File: config.mk
export PLATFORM = sky130hd
export DESIGN_NAME = tv_video_encoder_timing
export DESIGN_NICKNAME = d
export VERILOG_FILES = /design/src/common/tve_pkg.sv /design/src/rtl/tv_video_encoder_timing.sv
export SDC_FILE = /design/constraint.sdc
export NUM_CORES = 2
export LEC_CHECK = 0
export BUFFER_PORTS_ARGS = -buffer_cell sky130_fd_sc_hd__clkbuf_2
export CAP_MARGIN = 40
export CORE_MARGIN = 4
export CORE_UTILIZATION = 35
export DETAILED_ROUTE_END_ITERATION = 10
export GPL_TIMING_DRIVEN = 1
export REMOVE_ABC_BUFFERS = 1
export SLEW_MARGIN = 10
export SYNTH_ARGS = -nofsm -noshare
export SYNTH_HDL_FRONTEND = slang
export SYNTH_SLANG_ARGS = --single-unit
File: constraint.sdc
create_clock -name aclk -period 14.55 [get_ports aclk]
set_clock_uncertainty 0.2 [all_clocks]
set_input_delay 0.7275 -clock aclk [delete_from_list [all_inputs] [get_ports aclk]]
set_output_delay 0.7275 -clock aclk [all_outputs]
set_load 0.02 [all_outputs]
File: src/common/tve_pkg.sv
package tve_pkg;
	localparam logic [7:0] OFF_CTRL   = 8'h40;
	localparam logic [7:0] OFF_FRAME  = 8'h44;
	localparam logic [7:0] OFF_LVL_WB = 8'h50;
	localparam logic [7:0] OFF_LVL_BL = 8'h54;
	localparam logic [7:0] OFF_LVL_SY = 8'h58;
	localparam logic [7:0] OFF_LT1    = 8'h60;
	localparam logic [7:0] OFF_LT2    = 8'h64;
	localparam logic [7:0] OFF_FREQ   = 8'h70;
	localparam logic [7:0] OFF_PHASE  = 8'h74;
	localparam logic [7:0] OFF_CHROMA = 8'h78;
	localparam logic [7:0] OFF_STATUS = 8'h7C;

	localparam logic [31:0] RST_CTRL   = 32'h0104_0301;
	localparam logic [31:0] RST_FRAME  = 32'h0017_0271;
	localparam logic [31:0] RST_LVL_WB = 32'h0320_011A;
	localparam logic [31:0] RST_LVL_BL = 32'h0128_00F0;
	localparam logic [31:0] RST_LVL_SY = 32'h0000_0048;
	localparam logic [31:0] RST_LT1    = 32'h0014_3F4E;
	localparam logic [31:0] RST_LT2    = 32'h05A0_103D;
	localparam logic [31:0] RST_FREQ   = 32'h2A09_8ACB;
	localparam logic [31:0] RST_PHASE  = 32'h0000_0001;
	localparam logic [31:0] RST_CHROMA = 32'h3B3B_8989;

	// writable bits of each register; others read zero
	localparam logic [31:0] MSK_CTRL   = 32'h03FF_F3F1;
	localparam logic [31:0] MSK_FRAME  = 32'h00FF_03FF;
	localparam logic [31:0] MSK_LVL    = 32'h03FF_03FF;
	localparam logic [31:0] MSK_LVL_SY = 32'h0000_00FF;
	localparam logic [31:0] MSK_LT1    = 32'h001F_7F7F;
	localparam logic [31:0] MSK_LT2    = 32'h07FF_1F7F;
	localparam logic [31:0] MSK_PHASE  = 32'hFFFF_0003;

	localparam int BIT_SOFT_RESET  = 0;
	localparam int BIT_BARS        = 4;
	localparam int BIT_CRFST       = 5;
	localparam int BIT_ZBLK        = 6;
	localparam int BIT_FIELD_SWAP  = 7;
	localparam int BIT_PAL         = 8;
	localparam int BIT_VS_DURATION = 9;

	localparam logic [7:0] LUMA_BLACK = 8'h10;
	localparam logic [9:0] GAIN_UNITY = 10'h080;
	localparam logic [1:0] PER_8F     = 2'h0;
	localparam logic [1:0] PER_4F     = 2'h1;
	localparam logic [1:0] PER_2L     = 2'h2;

	typedef struct packed {
		logic [7:0] y;
		logic [7:0] c;
	} pixel_t;

	typedef struct packed {
		logic [9:0] luma;
		logic [9:0] chroma;
		logic       hsync;
		logic       vsync;
		logic       field;
		logic       active;
		logic       burst;
	} video_t;

	typedef enum logic [2:0] {
		H_SYNC, H_PREBURST, H_BURST, H_BACK, H_ACTIVE, H_FRONT
	} hstate_t;
endpackage

File: src/rtl/tv_video_encoder_timing.sv
`timescale 1ns/1ps
`default_nettype none
module tv_video_encoder_timing (
	// clock, reset, enable
	input  wire logic              aclk,
	input  wire logic              aresetn,
	input  wire logic              clk_en,
	// pixel-rate tick (27MHz) from the display controller
	input  wire logic              pix_tick,
	input  wire tve_pkg::pixel_t   pix_in,
	output logic                   pix_ready,
	// encoded video
	output tve_pkg::video_t        video_out,
	output logic                   video_enable,
	// axi4-lite write address
	input  wire logic [7:0]        s_awaddr,
	input  wire logic              s_awvalid,
	output logic                   s_awready,
	// axi4-lite write data
	input  wire logic [31:0]       s_wdata,
	input  wire logic [3:0]        s_wstrb,
	input  wire logic              s_wvalid,
	output logic                   s_wready,
	// axi4-lite write response
	output logic [1:0]             s_bresp,
	output logic                   s_bvalid,
	input  wire logic              s_bready,
	// axi4-lite read
	input  wire logic [7:0]        s_araddr,
	input  wire logic              s_arvalid,
	output logic                   s_arready,
	output logic [31:0]            s_rdata,
	output logic [1:0]             s_rresp,
	output logic                   s_rvalid,
	input  wire logic              s_rready
);
	logic [31:0] ctrl_q, frame_q, wb_q, bl_q, sy_q, lt1_q, lt2_q;
	logic [31:0] freq_q, phase_q, chroma_q;
	logic [7:0]  aw_q;
	logic [31:0] wd_q;
	logic [3:0]  ws_q;
	logic        aw_ok_q, w_ok_q;

	// bus slave: latch address and data separately, respond when both
	assign s_awready = !aw_ok_q && !s_bvalid;
	assign s_wready  = !w_ok_q && !s_bvalid;
	wire do_wr = aw_ok_q && w_ok_q && !s_bvalid;
	wire [31:0] bmask = {{8{ws_q[3]}}, {8{ws_q[2]}}, {8{ws_q[1]}},
		{8{ws_q[0]}}};
	wire wr_hit = (aw_q[7:6] == 2'h1) && (aw_q[1:0] == 2'h0);
	wire sel_ctrl  = do_wr && aw_q == tve_pkg::OFF_CTRL;
	wire sel_frame = do_wr && aw_q == tve_pkg::OFF_FRAME;
	wire sel_wb    = do_wr && aw_q == tve_pkg::OFF_LVL_WB;
	wire sel_bl    = do_wr && aw_q == tve_pkg::OFF_LVL_BL;
	wire sel_sy    = do_wr && aw_q == tve_pkg::OFF_LVL_SY;
	wire sel_lt1   = do_wr && aw_q == tve_pkg::OFF_LT1;
	wire sel_lt2   = do_wr && aw_q == tve_pkg::OFF_LT2;
	wire sel_freq  = do_wr && aw_q == tve_pkg::OFF_FREQ;
	wire sel_phase = do_wr && aw_q == tve_pkg::OFF_PHASE;
	wire sel_chr   = do_wr && aw_q == tve_pkg::OFF_CHROMA;
	wire mapped_wr = sel_ctrl | sel_frame | sel_wb | sel_bl | sel_sy |
		sel_lt1 | sel_lt2 | sel_freq | sel_phase | sel_chr;

	function automatic logic [31:0] merge(input logic [31:0] old,
		input logic [31:0] nw, input logic [31:0] bm,
		input logic [31:0] wm);
		merge = ((old & ~bm) | (nw & bm)) & wm;
	endfunction

	always_ff @(posedge aclk) begin
		if (!aresetn) begin
			aw_ok_q  <= 1'b0;
			w_ok_q   <= 1'b0;
			aw_q     <= 8'h00;
			wd_q     <= 32'h0000_0000;
			ws_q     <= 4'h0;
			s_bvalid <= 1'b0;
			s_bresp  <= 2'h0;
		end else if (clk_en) begin
			if (s_awvalid && s_awready) begin
				aw_q    <= s_awaddr;
				aw_ok_q <= 1'b1;
			end
			if (s_wvalid && s_wready) begin
				wd_q   <= s_wdata;
				ws_q   <= s_wstrb;
				w_ok_q <= 1'b1;
			end
			if (do_wr) begin
				aw_ok_q  <= 1'b0;
				w_ok_q   <= 1'b0;
				s_bvalid <= 1'b1;
				s_bresp  <= mapped_wr && wr_hit ? 2'h0 : 2'h2;
			end else if (s_bvalid && s_bready) begin
				s_bvalid <= 1'b0;
			end
		end
	end

	always_ff @(posedge aclk) begin
		if (!aresetn) begin
			ctrl_q   <= tve_pkg::RST_CTRL;
			frame_q  <= tve_pkg::RST_FRAME;
			wb_q     <= tve_pkg::RST_LVL_WB;
			bl_q     <= tve_pkg::RST_LVL_BL;
			sy_q     <= tve_pkg::RST_LVL_SY;
			lt1_q    <= tve_pkg::RST_LT1;
			lt2_q    <= tve_pkg::RST_LT2;
			freq_q   <= tve_pkg::RST_FREQ;
			phase_q  <= tve_pkg::RST_PHASE;
			chroma_q <= tve_pkg::RST_CHROMA;
		end else if (clk_en) begin
			// masks drop reserved bits on write
			if (sel_ctrl)
				ctrl_q <= merge(ctrl_q, wd_q, bmask, tve_pkg::MSK_CTRL);
			if (sel_frame)
				frame_q <= merge(frame_q, wd_q, bmask, tve_pkg::MSK_FRAME);
			if (sel_wb)
				wb_q <= merge(wb_q, wd_q, bmask, tve_pkg::MSK_LVL);
			if (sel_bl)
				bl_q <= merge(bl_q, wd_q, bmask, tve_pkg::MSK_LVL);
			if (sel_sy)
				sy_q <= merge(sy_q, wd_q, bmask, tve_pkg::MSK_LVL_SY);
			if (sel_lt1)
				lt1_q <= merge(lt1_q, wd_q, bmask, tve_pkg::MSK_LT1);
			if (sel_lt2)
				lt2_q <= merge(lt2_q, wd_q, bmask, tve_pkg::MSK_LT2);
			if (sel_freq)
				freq_q <= merge(freq_q, wd_q, bmask, 32'hFFFF_FFFF);
			if (sel_phase)
				phase_q <= merge(phase_q, wd_q, bmask, tve_pkg::MSK_PHASE);
			if (sel_chr)
				chroma_q <= merge(chroma_q, wd_q, bmask, 32'hFFFF_FFFF);
		end
	end

	// field views
	wire        soft_reset_bit   = ctrl_q[tve_pkg::BIT_SOFT_RESET];
	wire        test_bars_enable = ctrl_q[tve_pkg::BIT_BARS];
	wire        chroma_order_sel = ctrl_q[tve_pkg::BIT_CRFST];
	wire        zero_black_input = ctrl_q[tve_pkg::BIT_ZBLK];
	wire        field_swap       = ctrl_q[tve_pkg::BIT_FIELD_SWAP];
	wire        pal_sel          = ctrl_q[tve_pkg::BIT_PAL];
	wire        vsync_seq_duration_sel = ctrl_q[tve_pkg::BIT_VS_DURATION];
	wire [9:0]  lines_per_frame   = frame_q[9:0];
	wire [7:0]  first_active_line = frame_q[23:16];
	wire [9:0]  white_level  = wb_q[25:16];
	wire [9:0]  black_level  = wb_q[9:0];
	wire [9:0]  vertical_blank_level = bl_q[25:16];
	wire [9:0]  blank_level  = bl_q[9:0];
	wire [7:0]  sync_tip_level = sy_q[7:0];
	wire [4:0]  front_porch_width = lt1_q[20:16];
	wire [6:0]  hsync_width      = lt1_q[14:8];
	wire [6:0]  back_porch_width = lt1_q[6:0];
	wire [10:0] active_line_length = lt2_q[26:16];
	wire [4:0]  pre_burst_width  = lt2_q[12:8];
	wire [6:0]  burst_width      = lt2_q[6:0];
	wire [7:0]  initial_phase       = phase_q[31:24];
	wire [7:0]  active_phase_offset = phase_q[23:16];
	wire [1:0]  phase_reload_period = phase_q[1:0];
	wire [7:0]  blue_diff_burst_amp = chroma_q[31:24];
	wire [7:0]  red_diff_burst_amp  = chroma_q[23:16];
	wire [7:0]  blue_diff_gain      = chroma_q[15:8];
	wire [7:0]  red_diff_gain       = chroma_q[7:0];

	// read channel
	logic [31:0] rd_mux;
	logic        rd_err;
	logic [31:0] status_w;
	always_comb begin
		rd_mux = 32'h0000_0000;
		rd_err = 1'b0;
		case (s_araddr)
			tve_pkg::OFF_CTRL:   rd_mux = ctrl_q;
			tve_pkg::OFF_FRAME:  rd_mux = frame_q;
			tve_pkg::OFF_LVL_WB: rd_mux = wb_q;
			tve_pkg::OFF_LVL_BL: rd_mux = bl_q;
			tve_pkg::OFF_LVL_SY: rd_mux = sy_q;
			tve_pkg::OFF_LT1:    rd_mux = lt1_q;
			tve_pkg::OFF_LT2:    rd_mux = lt2_q;
			tve_pkg::OFF_FREQ:   rd_mux = freq_q;
			tve_pkg::OFF_PHASE:  rd_mux = phase_q;
			tve_pkg::OFF_CHROMA: rd_mux = chroma_q;
			tve_pkg::OFF_STATUS: rd_mux = status_w;
			default:             rd_err = 1'b1;
		endcase
	end
	assign s_arready = !s_rvalid;
	always_ff @(posedge aclk) begin
		if (!aresetn) begin
			s_rvalid <= 1'b0;
			s_rdata  <= 32'h0000_0000;
			s_rresp  <= 2'h0;
		end else if (clk_en) begin
			if (s_arvalid && s_arready) begin
				s_rvalid <= 1'b1;
				s_rdata  <= rd_mux;
				s_rresp  <= rd_err ? 2'h2 : 2'h0;
			end else if (s_rvalid && s_rready) begin
				s_rvalid <= 1'b0;
			end
		end
	end

	// video timing; soft reset clears every counter
	wire run  = !soft_reset_bit;
	wire tick = clk_en && pix_tick && run;

	tve_pkg::hstate_t hs_q;
	logic [10:0] hcnt_q;
	logic [11:0] lpos_q;
	logic [9:0]  line_q;
	logic [3:0]  fcnt_q;
	logic        field_q;
	logic [10:0] hlen;
	tve_pkg::hstate_t hs_nx;
	always_comb begin
		hlen  = 11'h001;
		hs_nx = tve_pkg::H_SYNC;
		case (hs_q)
			tve_pkg::H_SYNC: begin
				hlen  = {3'h0, hsync_width, 1'b0};
				hs_nx = tve_pkg::H_PREBURST;
			end
			tve_pkg::H_PREBURST: begin
				hlen  = {6'h00, pre_burst_width};
				hs_nx = tve_pkg::H_BURST;
			end
			tve_pkg::H_BURST: begin
				hlen  = {4'h0, burst_width};
				hs_nx = tve_pkg::H_BACK;
			end
			tve_pkg::H_BACK: begin
				// rest of back porch after pre-burst and burst
				hlen  = 11'({back_porch_width, 1'b0}) -
					11'(pre_burst_width) - 11'(burst_width);
				hs_nx = tve_pkg::H_ACTIVE;
			end
			tve_pkg::H_ACTIVE: begin
				hlen  = active_line_length;
				hs_nx = tve_pkg::H_FRONT;
			end
			tve_pkg::H_FRONT: begin
				hlen  = {5'h00, front_porch_width, 1'b0};
				hs_nx = tve_pkg::H_SYNC;
			end
			default: begin
				hlen  = 11'h001;
				hs_nx = tve_pkg::H_SYNC;
			end
		endcase
	end
	wire seg_end  = (hcnt_q + 11'h001 >= hlen) || hlen[10] && 1'b0;
	wire line_end = seg_end && hs_q == tve_pkg::H_FRONT;
	wire frame_end = line_end && (line_q + 10'h001 >= lines_per_frame);
	wire [9:0] half_lines = {1'b0, lines_per_frame[9:1]};
	wire field_raw = (line_q >= half_lines);
	wire odd_half  = half_lines != 10'(lines_per_frame >> 1) ||
		lines_per_frame[0];
	wire [9:0] fline = field_raw ? line_q - half_lines : line_q;
	wire [9:0] act_half = 10'((lines_per_frame - 10'h001 -
		{1'b0, first_active_line, 1'b0}) >> 1);
	wire vact = fline >= 10'(first_active_line) &&
		fline < 10'(first_active_line) + act_half;
	// sequence counted in half lines: 6 for 3 H, 5 for 2.5 H
	wire [3:0] vs_half = vsync_seq_duration_sel ? 4'h5 : 4'h6;
	// half-line point from the programmed widths; assumes the back porch
	// covers pre-burst and burst, as the segment lengths do
	wire [11:0] line_ticks = 12'({hsync_width, 1'b0}) +
		12'({back_porch_width, 1'b0}) + 12'(active_line_length) +
		12'({front_porch_width, 1'b0});
	wire [10:0] fhalf = {fline, lpos_q >= {1'b0, line_ticks[11:1]}};
	wire in_vsync = fhalf < 11'(vs_half);
	wire hact = hs_q == tve_pkg::H_ACTIVE;
	wire act  = hact && vact;
	wire in_burst = hs_q == tve_pkg::H_BURST && !in_vsync;

	always_ff @(posedge aclk) begin
		if (!aresetn || soft_reset_bit) begin
			hs_q    <= tve_pkg::H_SYNC;
			hcnt_q  <= 11'h000;
			lpos_q  <= 12'h000;
			line_q  <= 10'h000;
			fcnt_q  <= 4'h0;
			field_q <= 1'b0;
		end else if (tick) begin
			hcnt_q <= seg_end ? 11'h000 : hcnt_q + 11'h001;
			lpos_q <= line_end ? 12'h000 : lpos_q + 12'h001;
			if (seg_end)
				hs_q <= hs_nx;
			if (line_end)
				line_q <= frame_end ? 10'h000 : line_q + 10'h001;
			if (line_end && (frame_end || line_q + 10'h001 == half_lines))
				fcnt_q <= fcnt_q + 4'h1;
			field_q <= field_raw ^ field_swap;
		end
	end

	// subcarrier phase accumulator
	logic [31:0] acc_q;
	logic        lpar_q;
	wire fld_tick = line_end && (frame_end || line_q + 10'h001 == half_lines);
	logic reload;
	always_comb begin
		case (phase_reload_period)
			tve_pkg::PER_8F: reload = fld_tick && fcnt_q[2:0] == 3'h7;
			tve_pkg::PER_4F: reload = fld_tick && fcnt_q[1:0] == 2'h3;
			tve_pkg::PER_2L: reload = line_end && lpar_q;
			default:         reload = 1'b0;
		endcase
	end
	always_ff @(posedge aclk) begin
		if (!aresetn || soft_reset_bit) begin
			acc_q  <= 32'h0000_0000;
			lpar_q <= 1'b0;
		end else if (tick) begin
			if (line_end)
				lpar_q <= !lpar_q;
			if (reload)
				acc_q <= {initial_phase, 24'h000000};
			else
				acc_q <= acc_q + freq_q;
		end
	end
	wire [7:0] angle = acc_q[31:24] + (act ? active_phase_offset : 8'h00);
	// coarse quadrature: signs from top two angle bits, magnitude from angle[6:0]
	wire       neg_s = angle[7];
	wire       neg_c = angle[7] ^ angle[6];
	wire [7:0] sdist = angle[6] ? 8'(8'h80 - {1'b0, angle[6:0]}) :
		{angle[5:0], 2'h0};
	wire [7:0] cdist = 8'(8'hFF - sdist);

	// input path
	logic        phase_cb_q;
	logic [7:0]  cb_q, cr_q;
	wire [7:0] y_in = zero_black_input ? pix_in.y :
		(pix_in.y < tve_pkg::LUMA_BLACK ? tve_pkg::LUMA_BLACK : pix_in.y);
	wire [7:0] y_off = zero_black_input ? 8'h00 : tve_pkg::LUMA_BLACK;
	wire is_cb = phase_cb_q ^ chroma_order_sel;
	assign pix_ready = run && act && !test_bars_enable;
	always_ff @(posedge aclk) begin
		if (!aresetn || soft_reset_bit) begin
			phase_cb_q <= 1'b1;
			cb_q       <= 8'h80;
			cr_q       <= 8'h80;
		end else if (tick) begin
			if (!act)
				phase_cb_q <= 1'b1;
			else begin
				phase_cb_q <= !phase_cb_q;
				if (is_cb)
					cb_q <= pix_in.c;
				else
					cr_q <= pix_in.c;
			end
		end
	end

	// colour bars: one bar per 256 ticks of the active line, from hcnt_q[10:8]
	wire [2:0] bar = hcnt_q[10:8];
	wire [7:0] bar_y  = 8'(8'hEB - {bar, 5'h00} + {1'b0, bar, 4'h0});
	wire [7:0] bar_cb = bar[0] ? 8'h30 : 8'hC0;
	wire [7:0] bar_cr = bar[1] ? 8'hD0 : 8'h40;
	wire [7:0] sy = test_bars_enable ? bar_y  : y_in;
	wire [7:0] scb = test_bars_enable ? bar_cb : cb_q;
	wire [7:0] scr = test_bars_enable ? bar_cr : cr_q;
	wire [7:0] yb  = test_bars_enable ? tve_pkg::LUMA_BLACK : y_off;

	// luma scale: black_level at code black, plus (white_level - black_level) * (code - black) / 256
	wire [7:0]  ynorm = sy > yb ? 8'(sy - yb) : 8'h00;
	wire [9:0]  span  = white_level - black_level;
	wire [17:0] yprod = ynorm * span;
	wire [9:0]  luma_act = 10'(black_level + 10'(yprod >> 8));
	// chroma gain, 128 is unity
	wire signed [8:0]  cbs = $signed({1'b0, scb}) - 9'sd128;
	wire signed [8:0]  crs = $signed({1'b0, scr}) - 9'sd128;
	wire signed [17:0] cbg = cbs * $signed({1'b0, blue_diff_gain});
	wire signed [17:0] crg = crs * $signed({1'b0, red_diff_gain});
	wire signed [9:0]  cbv = 10'(cbg >>> 7);
	wire signed [9:0]  crv = 10'(crg >>> 7);
	wire [7:0] ubu = pal_sel ? red_diff_burst_amp : 8'h00;
	wire [9:0] chroma_a = 10'(neg_s ? -(cbv * $signed({1'b0, sdist}) >>> 8)
		: (cbv * $signed({1'b0, sdist}) >>> 8)) + 10'(neg_c ^
		(pal_sel & lpar_q) ? -(crv * $signed({1'b0, cdist}) >>> 8) :
		(crv * $signed({1'b0, cdist}) >>> 8));
	wire [9:0] chroma_b = 10'(neg_s ? -{2'h0, blue_diff_burst_amp} :
		{2'h0, blue_diff_burst_amp}) + 10'(neg_c ? -{2'h0, ubu} :
		{2'h0, ubu});

	// level select
	logic [9:0] luma_d;
	logic [9:0] chroma_d;
	always_comb begin
		chroma_d = 10'h000;
		if (in_vsync || (hs_q == tve_pkg::H_SYNC))
			luma_d = {2'h0, sync_tip_level};
		else if (!vact)
			luma_d = vertical_blank_level;
		else if (!hact) begin
			luma_d = blank_level;
			if (in_burst)
				chroma_d = chroma_b;
		end else begin
			luma_d   = luma_act;
			chroma_d = chroma_a;
		end
	end

	assign video_enable = run;
	always_ff @(posedge aclk) begin
		if (!aresetn || soft_reset_bit)
			video_out <= '0;
		else if (tick) begin
			video_out.luma   <= luma_d;
			video_out.chroma <= chroma_d;
			video_out.hsync  <= hs_q == tve_pkg::H_SYNC;
			video_out.vsync  <= in_vsync;
			video_out.field  <= field_q;
			video_out.active <= act;
			video_out.burst  <= in_burst;
		end
	end
	assign status_w = {field_q, act, 4'h0, line_q, 5'h00, hcnt_q};
	wire        unused = odd_half | (|freq_q[0]) | mapped_wr;

	AST_SOFT_RST_SILENT: assert property (@(posedge aclk) disable iff (!aresetn)
		soft_reset_bit |=> video_out == '0)
		else $error("output not silent in soft reset");
	AST_SOFT_RST_OFF: assert property (@(posedge aclk) disable iff (!aresetn)
		soft_reset_bit |-> !video_enable)
		else $error("output enabled in soft reset");
	AST_VS_LEN: assert property (@(posedge aclk) disable iff (!aresetn)
		in_vsync |-> fhalf < 11'h006)
		else $error("vsync sequence too long");
	AST_VS_PAL: assert property (@(posedge aclk) disable iff (!aresetn)
		vsync_seq_duration_sel && in_vsync |-> fhalf < 11'h005)
		else $error("vsync over 2.5 lines");
	AST_NO_ACT_BLANK: assert property (@(posedge aclk) disable iff (!aresetn)
		!vact |-> !pix_ready)
		else $error("pixels taken outside active lines");
	AST_BARS: assert property (@(posedge aclk) disable iff (!aresetn)
		test_bars_enable |-> !pix_ready)
		else $error("input consumed during bars");
	AST_CLAMP: assert property (@(posedge aclk) disable iff (!aresetn)
		!zero_black_input |-> y_in >= 8'h10)
		else $error("luma below black clamp");
	AST_RELOAD: assert property (@(posedge aclk) disable iff (!aresetn)
		tick && reload && !soft_reset_bit ##1 !soft_reset_bit
		|-> acc_q[31:24] == $past(initial_phase))
		else $error("phase not reloaded");
	AST_RSV: assert property (@(posedge aclk) disable iff (!aresetn)
		(frame_q & ~tve_pkg::MSK_FRAME) == 32'h0 &&
		(ctrl_q & ~tve_pkg::MSK_CTRL) == 32'h0)
		else $error("reserved bit set");
	AST_BRESP: assert property (@(posedge aclk) disable iff (!aresetn)
		do_wr && clk_en |=> s_bvalid)
		else $error("write not answered");
	COV_BARS: cover property (@(posedge aclk) test_bars_enable && act);
	COV_BURST: cover property (@(posedge aclk) in_burst && pal_sel);
	COV_FRAME: cover property (@(posedge aclk) tick && frame_end);
endmodule
`default_nettype wire

### Word level (Yosys, flattened, before mapping)

Index checks and enable logic that the tools add are counted.

| storage, ports and cells | value |
|---|---|
| bits in registers | 411 |
| bits of input ports | 77 |
| output and inout port bits | 68 |
| word-level logic and storage cells | 274 |

| operators by class | value |
|---|---|
| add/sub/neg operators | 30 |
| multipliers | 5 |
| magnitude comparators | 9 |
| eq/ne operators | 32 |
| multiplexer cells | 45 |
| bitwise gates (word level) | 37 |
| reduce and logical (&&, ||, !) cells | 78 |

Operator list:

| kind | number |
|---|---|
| 32-bit one-hot mux with 11 select lines | 1 |
| 8-bit by 7-bit == test with 1-bit output (second input constant) | 21 |
| 10-bit two-way mux | 13 |
| 32-bit bitwise AND | 4 |
| 32-bit bitwise OR | 3 |
| 8-bit two-way mux | 11 |
| 26-bit bitwise AND | 3 |
| 26-bit bitwise OR | 3 |
| 11-bit one-hot mux with 6 select lines | 1 |
| 2-bit AND reduction | 21 |
| 1-bit logical AND | 34 |
| 9-bit by 9-bit multiplier with 17-bit output | 2 |
| 32-bit adder | 1 |
| 32-bit two-way mux | 1 |
| 32-bit inverter | 1 |
| 10-bit adder | 3 |
| 27-bit bitwise AND | 1 |
| 27-bit bitwise OR | 1 |
| 24-bit bitwise AND | 1 |
| 24-bit bitwise OR | 1 |
| 21-bit bitwise AND | 1 |
| 21-bit bitwise OR | 1 |
| 10-bit by 9-bit multiplier with 10-bit output | 2 |
| 2-bit negation with 10-bit output | 2 |
| 56 further kinds | 103 |

### Depth between registers and ports, before layout

| depth | value |
|---|---|
| depth after elaboration | 18 |
| gate-level depth with buffers | 57 |
| gate-level depth less buffers | 55 |

### Worst setup path before layout

Ideal clock, no wire load.

| path | value |
|---|---|
| path type | register -> register |
| start point | register line_q[0] |
| end point | register video_out[9] in the netlist's numbering |
| library setup time | 115 ps |
| data arrival time | 11,416 ps |
| data required time | 14,235 ps |
| slack | 2,819 ps |
| cell stages (with the launch flop) | 51 |
| path buffers | 3 |
| period minus slack after synthesis | 11,731 ps |
| cell sequence | dfxtp_1 -> inv_1 -> ha_1 -> inv_1 -> fa_1 -> a21o_1 -> a211oi_1 -> o211ai_2 -> buf_4 -> mux2_2 -> ha_1 -> a21o_1 -> a21o_1 -> a211oi_1 -> o21ai_0 -> a21oi_1 -> a21oi_1 -> clkbuf_1 -> [... 15 more ...] -> fa_1 -> xor2_1 -> xnor2_1 -> xnor2_1 -> xnor2_1 -> xnor3_1 -> xnor2_1 -> xnor3_2 -> xnor2_2 -> ha_1 -> mux2_2 -> fa_1 -> fa_1 -> inv_1 -> fa_1 -> a22oi_1 -> o21ai_0 -> and2_1 |

| on the way | value |
|---|---|
| cells in the longest elaborated chain, start to end | 17 |
| elaborated cells between the ends (all ways) | 32 |
| those cells by class | 8 x add/sub; 2 x mul; 4 x order compare; 11 x mux; 2 x bitwise; 5 x reduce/logical |

Ends and longest elaborated chain:

| item | RTL line | text |
|---|---|---|
| from (decl) | tv_video_encoder_timing.sv:212 | `logic [9:0] line_q;` |
| from (signal assigned) | tv_video_encoder_timing.sv:292 | `line_q <= frame_end ? 10'h000 : line_q + 10'h001;` |
| 10-bit by 9-bit subtractor with 10-bit output / 10-bit by 9-bit >= comparator with 1-bit output (equally long branches) | tv_video_encoder_timing.sv:260, tv_video_encoder_timing.sv:257 |  |
| 10-bit two-way mux (*) | tv_video_encoder_timing.sv:260 | `wire [9:0] fline = field_raw ? line_q - half_lines : line_q;` |
| 10-bit by 8-bit >= comparator with 1-bit output / 10-bit < comparator (equally long branches) | tv_video_encoder_timing.sv:263, tv_video_encoder_timing.sv:264 |  |
| 1-bit logical AND | tv_video_encoder_timing.sv:263 | `wire vact = fline >= 10'(first_active_line) &&` |
| 1-bit logical AND | tv_video_encoder_timing.sv:275 | `wire act = hact && vact;` |
| 8-bit two-way mux | tv_video_encoder_timing.sv:325 | `wire [7:0] angle = acc_q[31:24] + (act ? active_phase_offset : 8'h00);` |
| 8-bit adder | tv_video_encoder_timing.sv:325 |  |
| 8-bit by 7-bit subtractor with 8-bit output | tv_video_encoder_timing.sv:329 | `wire [7:0] sdist = angle[6] ? 8'(8'h80 - {1'b0, angle[6:0]}) :` |
| 8-bit two-way mux | tv_video_encoder_timing.sv:329 |  |
| 8-bit subtractor | tv_video_encoder_timing.sv:331 | `wire [7:0] cdist = 8'(8'hFF - sdist);` |
| 10-bit by 9-bit multiplier with 10-bit output | tv_video_encoder_timing.sv:384, tv_video_encoder_timing.sv:385 |  |
| 2-bit negation with 10-bit output | tv_video_encoder_timing.sv:384 | `(pal_sel & lpar_q) ? -(crv * $signed({1'b0, cdist}) >>> 8) :` |
| 10-bit two-way mux | tv_video_encoder_timing.sv:384 |  |
| 10-bit adder | tv_video_encoder_timing.sv:383 | `: (cbv * $signed({1'b0, sdist}) >>> 8)) + 10'(neg_c ^` |
| 10-bit two-way mux | tv_video_encoder_timing.sv:399 | `else if (!hact) begin` |
| 10-bit two-way mux | tv_video_encoder_timing.sv:397 | `else if (!vact)` |
| 10-bit two-way mux (*) | tv_video_encoder_timing.sv:395 | `if (in_vsync \|\| (hs_q == tve_pkg::H_SYNC))` |
| to (decl) | tv_video_encoder_timing.sv:13 | `output tve_pkg::video_t video_out,` |

Every way passes the cells marked *; elsewhere a longest branch is shown, timed or not.
A chain may end at the register's enable or synchronous reset.

==> metrics.txt <==
outcome completed; vias in the first global route 29.6k; Worst Path Required 14.85 ns; vias 30.6k; ys async rst share 0; initial antenna violation count 6; hold buffer count at CTS 0; # rows 115; Flop pwr share 0.459; synth cell count leaders nand2_1 (659), inv_1 (432), dfxtp_1 (408); Final Max Slew Viols 0; Nets 4923; postcts setup bufs 0; DP Worst Slack 1.34 ns; total CTS buffers 44; Pint 1.86 mW; R2R Path End video_out[9]; width of the die 324 um; DR iter-0 viols 2637; crit start category flop; Routed Antenna Nets 0; average cell area after synthesis 8.20 um^2; Comb pwr share 0.081; hold_sp s_wdata[29]; Mapped Cells 4263; root buffer cell clkbuf_16; Total Neg Setup Slack 0 ns; Worst path max stage delay 0.65 ns; Slew HR 0.251; vias per cell 5.44; Inst Count DP 5554; number of synthesized flops with an enable pin 0; distinct cell type count after synthesis 107; core box area 98700 um^2; pin count of the biggest net entering global routing 92; post-layout utilization of the core 0.391; CP max stage cell a21oi_1; Final min period 13.33 ns; Hold Crit Class in -> reg; cell mode on critical path fa_1; multi-input logic area 24500 um^2; reg2reg setup slack 1.22 ns; gpl congestion 0.988; RSZ-0062 raised after global routing false; maxcap violations 0; clock sink count 408; synth top area cells dfxtp_1 (23%), fa_1 (13%), ha_1 (11%); Crit Path Category reg -> reg; Worst VDD drop 0.0000721 V; Pre-antenna DRT Iters 6; fmax 75.0 MHz; global-route wire length before repair 184000 um; final WL 122000 um; Fin Hold WS 0.145 ns; post-route cell area 38600 um^2; later-pin clock latency in the skew report 0.61 ns; Reg clk slew, reported paths 0.06 ns; post-DP HPWL 94900 um; Area Growth Syn to Fin 10.4%; placed inst area 37200 um^2; DRC viols 0; top-count cell post-synth nand2_1; Psw 0.654 mW; Leak 17.1 nW; layout cells sized above 1 0.0832; Synth area leader dfxtp_1; cells on worst reg2reg path 48; Hold Path Stages 3; Hold EP wd_q[29]; setup ws final 1.22 ns; # IOs 145; Total Power 2.51 mW; Hold Vio Cnt, Final 0; CTS tree done; Yosys Warn Count 0; Reg area 8170 um^2; Post-Syn Area 35000 um^2; fin crit share 0.916; Buffers on Ports 142; grt ovf 0; H-tree levels 2; post-synthesis sequential area ratio 0.234; Clock power frac 0.460; routed len/inst 21.6 um; Synth Register Bits 408; actual slew at the worst max-slew pin 1.12 ns; ys flop type dfxtp_1; critical path endpoint category flop; critical path arrival 13.63 ns; Die Area 105000 um^2; CP max FO 12; Starting Density 0.354; PwrDens 65.0 nW/um^2; fill count 10.1k; final setup fails 0; Die Ht 324 um; clock buffer depth 3; Final Non-Filler Cells 5629; sw frac 0.261; GRT Total Usage 0.228; area share of the largest cell type after synthesis 0.234; post_cts resized 0
==> layout by cell type, fill, tap and decap left out, types with 56 or more instances in the layout <==
cell,count
clkbuf_2,141
xor2_1,83
buf_4,58
nand2_1,657
inv_1,432
and2_1,98
nor2b_1,78
dfxtp_1,407
o21ai_0,113
a21o_1,57
a22oi_1,56
xnor2_1,119
fa_1,226
nand3_1,239
a21oi_1,196
mux2i_1,96
nor2_1,217
ha_1,307
a21boi_0,157
==> power groups by stage <==
| stage | Sequential, mW | Clock [mW] | Combinational, mW |
|---|---|---|---|
| floorplan | 1.17 | 0 | 0.109 |
| global placement | 1.18 | 0 | 0.198 |
| detailed placement | 1.17 | 0 | 0.202 |
| CTS | 1.15 | 1.17 | 0.203 |
| global route | 1.15 | 1.22 | 0.224 |
| finish | 1.15 | 1.16 | 0.202 |
==> metal layers <==
metal / vias up / global-route usage / wire length, um
met4: 2 / 0.0893 / 5370
met3: 214 / 0.0284 / 8610
met2: 1125 / 0.374 / 55300
met1: 14800 / 0.308 / 52300
met5: - / 0 / 13
li1: 14500 / - / -
==> critical path: cells and delay by family (launching register included) <==
| kind | cells | cell delay [ns] |
|---|---|---|
| adders and majority gates | 13 | 5.10 |
| AOI/OAI and AO/OA | 13 | 3.40 |
| and+or+nand+nor | 9 | 1.68 |
| xor gates and xnor gates | 7 | 1.58 |
| DFF | 1 | 0.50 |
| muxes | 1 | 0.45 |
| buffers and inverters | 5 | 0.34 |
==> worst max path at each step <==
| stage | startpoint | endpoint | slack (ns) | cells after the start |
|---|---|---|---|---|
| 6_report | flop | video_out[9] | 1.22 | 48 |
| 5_1_grt | flop | video_out[9] | 0.51 | 48 |
| 4_1_cts | flop | video_out[9] | 1.30 | 48 |
| 3_5_place_dp | flop | video_out[9] | 1.34 | 48 |
| 3_3_place_gp | flop | video_out[9] | 1.62 | 48 |
| 2_1_floorplan | flop | video_out[9] | 2.08 | 50 |
==> layout make-up <==
| class | instances | area share |
|---|---|---|
| antenna | 2 | 0.000130 |
| sequential | 408 | 0.212 |
| clock inverter | 15 | 0.00499 |
| inverter | 433 | 0.0421 |
| tap | 1287 | 0.0417 |
| multi-input combinational | 3216 | 0.633 |
| clock buffer | 58 | 0.0320 |
| timing repair buffer | 210 | 0.0340 |
==> cell families (layout without fill, tap and decap cells) <==
logic type / after synthesis / count (layout) / share of synthesized area
and+or+nand+nor: 1492 / 1492 / 0.198
AOI/OAI and AO/OA: 866 / 866 / 0.170
DFF: 408 / 408 / 0.234
muxes: 111 / 111 / 0.0326
xor gates and xnor gates: 212 / 212 / 0.0568
adders and majority gates: 533 / 533 / 0.239
buffers and inverters: 640 / 716 / 0.0701
other: 1 / 4 / 0.000107
Power figures use the tool's default switching activity.
